<file path="config.mk">
export PLATFORM = sky130hd
export DESIGN_NAME = gofc_core
export DESIGN_NICKNAME = d
export VERILOG_FILES = /design/src/logic/gofc_pkg.sv /design/src/logic/gofc_core.sv
export SDC_FILE = /design/constraint.sdc
export NUM_CORES = 1
export LEC_CHECK = 0
export BUFFER_PORTS_ARGS = -buffer_cell sky130_fd_sc_hd__buf_2
export CORE_ASPECT_RATIO = 1.2
export CORE_UTILIZATION = 35
export DETAILED_ROUTE_END_ITERATION = 6
export GPL_TIMING_DRIVEN = 0
export SLEW_MARGIN = 30
export SYNTH_ARGS = -nofsm -noshare
export SYNTH_HDL_FRONTEND = slang
export SYNTH_SLANG_ARGS = --single-unit
</file>
<file path="constraint.sdc">
create_clock -name clk_sys -period 3.55 [get_ports clk_sys]
set_clock_uncertainty 0.05 [all_clocks]
set_input_delay 0.5325 -clock clk_sys [delete_from_list [all_inputs] [get_ports clk_sys]]
set_output_delay 0.5325 -clock clk_sys [all_outputs]
set_load 0.02 [all_outputs]
</file>
<file path="src/logic/gofc_pkg.sv">
package gofc_pkg;
    localparam int NUM_OBJ = 16;
    localparam int IDX_W   = 4;
    localparam int TMO_W   = 16;
    localparam logic [TMO_W-1:0] TMO_RESET = 16'h03e8;

    // status byte layout
    localparam int BIT_TMO = 7;
    localparam int BIT_CHG = 4;
    localparam int BIT_UPD = 3;
    localparam int BIT_RD  = 2;
    localparam int TX_LO   = 0;
    localparam int TX_HI   = 1;

    localparam logic [1:0] TX_IDLE = 2'h0;
    localparam logic [1:0] TX_REQ  = 2'h1;
    localparam logic [1:0] TX_BUSY = 2'h2;
    localparam logic [1:0] TX_ERR  = 2'h3;

    typedef enum logic [3:0] {
        GOFC_CMD_SEND_VALUE = 4'h1,
        GOFC_CMD_REQ_VALUE  = 4'h2,
        GOFC_CMD_GET_FLAGS  = 4'h3,
        GOFC_CMD_ALL_UPD    = 4'h4,
        GOFC_CMD_ALL_CHG    = 4'h5,
        GOFC_CMD_ALL_TMO    = 4'h6,
        GOFC_CMD_DATA_READ  = 4'h7
    } gofc_cmd_type;

    typedef enum logic [1:0] {
        GOFC_ST_IDLE = 2'b00,
        GOFC_ST_RESP = 2'b01
    } gofc_state_type;

    typedef struct packed {
        logic              valid;
        gofc_cmd_type      cmd;
        logic [IDX_W-1:0]  object_index;
        logic [7:0]        value;
    } gofc_rx_type;

    typedef struct packed {
        logic              valid;
        gofc_cmd_type      cmd;
        logic [IDX_W-1:0]  object_index;
        logic [NUM_OBJ-1:0] data;
    } gofc_resp_type;

    typedef struct packed {
        logic              valid;
        logic              read_req;
        logic [IDX_W-1:0]  object_index;
        logic [7:0]        value;
    } gofc_tx_type;

    typedef struct packed {
        gofc_state_type              state;
        logic [NUM_OBJ-1:0][7:0]     flags;
        logic [NUM_OBJ-1:0][7:0]     values;
        logic [NUM_OBJ-1:0][TMO_W-1:0] tmo_cnt;
        gofc_resp_type               resp;
        gofc_tx_type                 tx;
    } gofc_state_all_type;
endpackage

</file>
<file path="src/logic/gofc_core.sv">
`timescale 1ns/1ps
// Contract
// [RL1] send-value: transmit value-write, ignore send condition
// [RL2] request-value: transmit value-read telegram for object
// [RL3] read-flags returns object's status byte
// [RL4] status byte: tmo7, 0,0, chg4, upd3, rd2, tx1:0
// [RL5] tx field reports transmission state
// [RL6] read flag triggers read request with tx
// [RL7] received value sets update flag
// [RL8] changed value sets value-changed flag
// [RL9] no receive within timeout sets timeout flag
// [RL10] all-update query returns packed update flags
// [RL11] all-changed query returns packed changed flags
// [RL12] all-timeout query returns packed timeout flags
// [RL13] object-data read clears update flag
// [RL14] pack one bit per object, object0 lsb
// [RL15] echo command and parameters then return value
module gofc_core (
    input  wire logic                   clk_sys,
    input  wire logic                   reset_n,
    input  wire gofc_pkg::gofc_rx_type  cmd_in,
    output logic                        cmd_ready,
    output gofc_pkg::gofc_resp_type     resp_out,
    input  wire logic                   resp_ack,
    output gofc_pkg::gofc_tx_type       tx_out,
    input  wire logic                   tx_ready,
    input  wire logic                   tx_done,
    input  wire logic                   tx_fail,
    input  wire logic                   bus_rx_valid,
    input  wire logic [3:0]             bus_rx_index,
    input  wire logic [7:0]             bus_rx_value
);
    import gofc_pkg::*;

    gofc_state_all_type s_q;
    gofc_state_all_type s_d;

    function automatic logic [NUM_OBJ-1:0] pack_bit(
        input logic [NUM_OBJ-1:0][7:0] f,
        input int                      b
    );
        logic [NUM_OBJ-1:0] r;
        r = '0;
        for (int i = 0; i < NUM_OBJ; i++) begin
            r[i] = f[i][b]; // [RL14]
        end
        return r;
    endfunction

    assign cmd_ready = (s_q.state == GOFC_ST_IDLE) && !s_q.tx.valid;
    assign resp_out  = s_q.resp;
    assign tx_out    = s_q.tx;

    always_comb begin
        logic [IDX_W-1:0] oi;
        oi  = cmd_in.object_index;
        s_d = s_q;

        // tx handshake and state report
        if (s_q.tx.valid && tx_ready) begin
            s_d.tx.valid = 1'b0;
            s_d.flags[s_q.tx.object_index][TX_HI:TX_LO] = TX_BUSY; // [RL5]
        end
        if (tx_done || tx_fail) begin
            for (int i = 0; i < NUM_OBJ; i++) begin
                if (s_q.flags[i][TX_HI:TX_LO] == TX_BUSY) begin
                    s_d.flags[i][TX_HI:TX_LO] = tx_fail ? TX_ERR : TX_IDLE; // [RL5]
                    s_d.flags[i][BIT_RD] = 1'b0;
                end
            end
        end

        // pending read flag launches a read telegram when tx is free
        if (!s_d.tx.valid) begin
            for (int i = NUM_OBJ - 1; i >= 0; i--) begin
                if (s_d.flags[i][BIT_RD] && s_d.flags[i][TX_HI:TX_LO] == TX_REQ) begin
                    s_d.tx.valid        = 1'b1; // [RL6] [RL2]
                    s_d.tx.read_req     = 1'b1;
                    s_d.tx.object_index = IDX_W'(i);
                    s_d.tx.value        = 8'h00;
                end
            end
        end

        // timeout counters
        for (int i = 0; i < NUM_OBJ; i++) begin
            if (s_q.tmo_cnt[i] != '0) begin
                s_d.tmo_cnt[i] = s_q.tmo_cnt[i] - 1'b1;
            end else begin
                s_d.flags[i][BIT_TMO] = 1'b1; // [RL9]
            end
        end

        if (resp_ack && s_q.state == GOFC_ST_RESP) begin
            s_d.resp.valid = 1'b0;
            s_d.state      = GOFC_ST_IDLE;
        end

        if (cmd_in.valid && cmd_ready) begin
            s_d.resp.valid        = 1'b1; // [RL15]
            s_d.resp.cmd          = cmd_in.cmd;
            s_d.resp.object_index = oi;
            s_d.resp.data         = '0;
            s_d.state             = GOFC_ST_RESP;
            case (cmd_in.cmd)
                GOFC_CMD_SEND_VALUE: begin
                    s_d.tx.valid        = 1'b1; // [RL1]
                    s_d.tx.read_req     = 1'b0;
                    s_d.tx.object_index = oi;
                    s_d.tx.value        = s_q.values[oi];
                    s_d.flags[oi][TX_HI:TX_LO] = TX_REQ; // [RL5]
                end
                GOFC_CMD_REQ_VALUE: begin
                    s_d.flags[oi][BIT_RD] = 1'b1; // [RL2] [RL6]
                    s_d.flags[oi][TX_HI:TX_LO] = TX_REQ;
                end
                GOFC_CMD_GET_FLAGS: begin
                    s_d.resp.data = NUM_OBJ'(s_q.flags[oi]); // [RL3]
                end
                GOFC_CMD_ALL_UPD: begin
                    s_d.resp.data = pack_bit(s_q.flags, BIT_UPD); // [RL10]
                end
                GOFC_CMD_ALL_CHG: begin
                    s_d.resp.data = pack_bit(s_q.flags, BIT_CHG); // [RL11]
                end
                GOFC_CMD_ALL_TMO: begin
                    s_d.resp.data = pack_bit(s_q.flags, BIT_TMO); // [RL12]
                end
                GOFC_CMD_DATA_READ: begin
                    s_d.resp.data = NUM_OBJ'(s_q.values[oi]);
                    s_d.flags[oi][BIT_UPD] = 1'b0; // [RL13]
                end
                default: begin
                    s_d.resp.data = '0;
                end
            endcase
        end

        // bus receive after host clears so set wins
        if (bus_rx_valid) begin
            s_d.flags[bus_rx_index][BIT_UPD] = 1'b1; // [RL7]
            if (bus_rx_value != s_q.values[bus_rx_index]) begin
                s_d.flags[bus_rx_index][BIT_CHG] = 1'b1; // [RL8]
            end
            s_d.flags[bus_rx_index][BIT_TMO] = 1'b0;
            s_d.values[bus_rx_index]         = bus_rx_value;
            s_d.tmo_cnt[bus_rx_index]        = TMO_RESET;
        end

        for (int i = 0; i < NUM_OBJ; i++) begin
            s_d.flags[i][6:5] = 2'h0; // [RL4]
        end
    end

    always_ff @(posedge clk_sys or negedge reset_n) begin
        if (!reset_n) begin
            s_q <= '0;
            for (int i = 0; i < NUM_OBJ; i++) begin
                s_q.tmo_cnt[i] <= TMO_RESET;
            end
        end else begin
            s_q <= s_d;
        end
    end
endmodule

</file>
==> results by group <==
STA
  • Slew at the pin closest to its max-slew limit: 1020 ps
  • Unrepaired setup endpoints after global routing: false
  • Final Max Slew Viols: 0
  • Final setup viols: 0
  • Fmax: 289 MHz
  • Min cycle time layout: 3460 ps
  • Final worst path period share: 0.974
  • Final Hold Fails: 0
  • Rel. slew slack: 0.320

Critical path
  • Arr. time, crit path: 3910 ps
  • Critical R2R Launch: tx_out[13]
  • Critical path data required time: 4000 ps
  • Critical path, cell by cell: clkbuf_1, buf_1, clkbuf_1, mux4_2, mux4_2, nor2b_1, a221o_1
  • Critical path buffers and inverters: 3
  • RR Endpoint: s_q[528]
  • Setup crit end kind: flop
  • R2R cell count: 8
  • WS Path Type: in2reg
  • Worst setup path start: cmd_in[9]
  • R2r setup slk: about 310 ps
  • Startpoint types: input pin
  • Family with the most delay on the worst path: buffers and inverters
  • Slowest stage delay, CP: 680 ps
  • Crit Path Max Fanout: 10
  • Critical path's slowest cell: clkbuf_1
  • Worst path depth: 7

Clocking
  • Clk_lat worst skew: 630 ps
  • Clk root buf: clkbuf_16
  • Total CTS buffers: 53
  • Postcts setup bufs: 0
  • Hold buffers post-CTS: 1
  • Max clock buf depth: 3
  • # resized after CTS: 0
  • Reg clk slew, reported paths: 60 ps
  • Sink Count: 519
  • CTS tree: built
  • H-Tree Depth: 2

Placed design
  • Detailed placer's ending HPWL: 51600 um
  • Port-buffer cells: 56
  • GPL Wtd Cong: 0.894
  • Placed cell count: 3814

Yosys
  • Synth async-reset ratio: 1.00
  • Mapped cell area: between 20000 and 30000 um^2
  • Yosys cell types: 69
  • Syn Area/Cell: 9.77 um^2
  • Syn. warnings: 0
  • Synth Register Bits: 519
  • Seq/Total Area, Yosys: 0.490
  • Main synth FF type: dfrtp_1
  • Post-synth EDFFs: 0
  • Gate Count Post-Synth: approximately 2700
  • Post-Syn Nets: about 2800

Worst hold path
  • Worst hold stages: 2
  • Hold EP: s_q[551]
  • Hold Crit Start: resp_ack
  • Hold/Removal Path Class: in2reg

Floorplanning
  • Initial Util: 0.355
  • Die area: 77600 um^2
  • DIE WIDTH: 254 um
  • Core footprint: 75300 um^2
  • Die Span Y: roughly 300 um
  • Cell Rows: 110
  • Num ports: 76

Finish
  • Fin nets: ~2900
  • Commonest non-fill, non-tap cell in the layout: nand2_1
  • Fillcell total: 7348
  • Non-filler cells, final: between 3000 and 4000
  • Area grow syn2layout: 13.8%
  • Most frequent cells in the layout: nand2_1 (639), dfrtp_1 (423), nor2_1 (227)
  • Layout cells sized above 1: 0.154

Power and ir drop
  • Leakage power: 12.7 nW
  • Worst vdd ir: 0.314 mV
  • Pwr/cell area: 661 nW/um^2
  • Tot Pwr: 20.1 mW

Global route
  • Largest net degree at the start of global routing: 87
  • Vias in the first global route: 20600
  • First-pass GRT wire length: approximately 120000 um
  • GRT Overall Usage: 0.193
  • Initial antenna violation count: 5
  • Gr ovfl total: 0

Route
  • Via count: 20800
  • DR iter-0 viols: between 1500 and 2000
  • Routed Antenna Nets: 0
  • Via density: roughly 5.3
  • Number of remaining DRC errors: 0
  • Routed WL: 73600 um
  • TritonRoute pass-1 iters: 5
  • Drt wl/cell: ~19 um

Outcome
  • Status: finished clean

Flow run
  • Max_cap viols: 0
per-stage QoR:
| step | setup slack (ps) | util | instance area [um^2] | hold slack (ps) | TNS (ps) |
|---|---|---|---|---|---|
| global placement | -9250 | 0.376 | 28300 | 428 | -4435020 |
| CTS | 156 | 0.404 | 30400 | 95.5 | 0 |
| finish | 93.5 | 0.404 | 30400 | 104 | 0 |
| detailed placement | -503 | 0.380 | 28600 | 373 | -3320 |
| global route | 134 | 0.404 | 30400 | 108 | 0 |
| floorplan | 587 | - | 26800 | 187 | 0 |
report_power, final:
part | total [mW] | switching, mW | internal, mW
sequential | 9.24 | 1.51 | 7.73
combinational | 4.97 | 2.58 | 2.39
clock | 5.92 | 2.45 | 3.47
layout make-up:
| cell class | count | area [um^2] | area share |
|---|---|---|---|
| Multi-Input combinational cell | 2005 | 12700 | 0.417 |
| Buffer | 163 | 805 | 0.0264 |
| Clock inverter | 23 | 294 | 0.00966 |
| Tap cell | 1008 | 1260 | 0.0414 |
| Clock buffer | 77 | 1550 | 0.0508 |
| Timing Repair Buffer | 69 | 534 | 0.0176 |
| Sequential cell | 519 | 13100 | 0.431 |
| Inverter | 51 | 191 | 0.00629 |
| Antenna cell | 2 | 5.00 | 0.000164 |
routing by layer:
metal | vias up | global-route usage | wire, um
met5 | - | 0 | 34
met4 | 6 | 0.0793 | 3170
met3 | 171 | 0.0281 | 4250
met2 | 632 | 0.320 | 35000
met1 | 10200 | 0.252 | 31200
li1 | 9716 | - | -
kinds of logic (layout without fill, tap and decap cells):
kind of cell,after synthesis,count (layout),share of synthesized area
xor gates and xnor gates,180,180,0.0589
DFF,519,519,0.490
muxes,159,159,0.102
adders and majority gates,16,16,0.00748
buffers and inverters,214,383,0.0372
other,0,2,0
and+or+nand+nor,1297,1297,0.221
AOI/OAI and AO/OA,353,353,0.0839
worst max-delay path by stage:
stage	to	slack, ps
finish	resp_out[1]	90
CTS	resp_out[1]	160
detailed placement	resp_out[2]	-500
global placement	s_q[166]	-9250
floorplan	resp_out[2]	590
global route	resp_out[1]	130
synth_stat cells (61+ instances only):
cell type	count	area [um^2]
nand3_1	61	305
clkbuf_1	92	345
nand2_1	639	2400
mux2i_1	61	611
nor3_1	90	450
o21ai_0	137	686
a21oi_1	63	315
dfrtp_1	423	10600
dfstp_2	96	2520
mux4_2	88	1980
nor2_1	234	878
xnor2_1	120	1050
No activity file was read; power rests on OpenSTA's default activity.
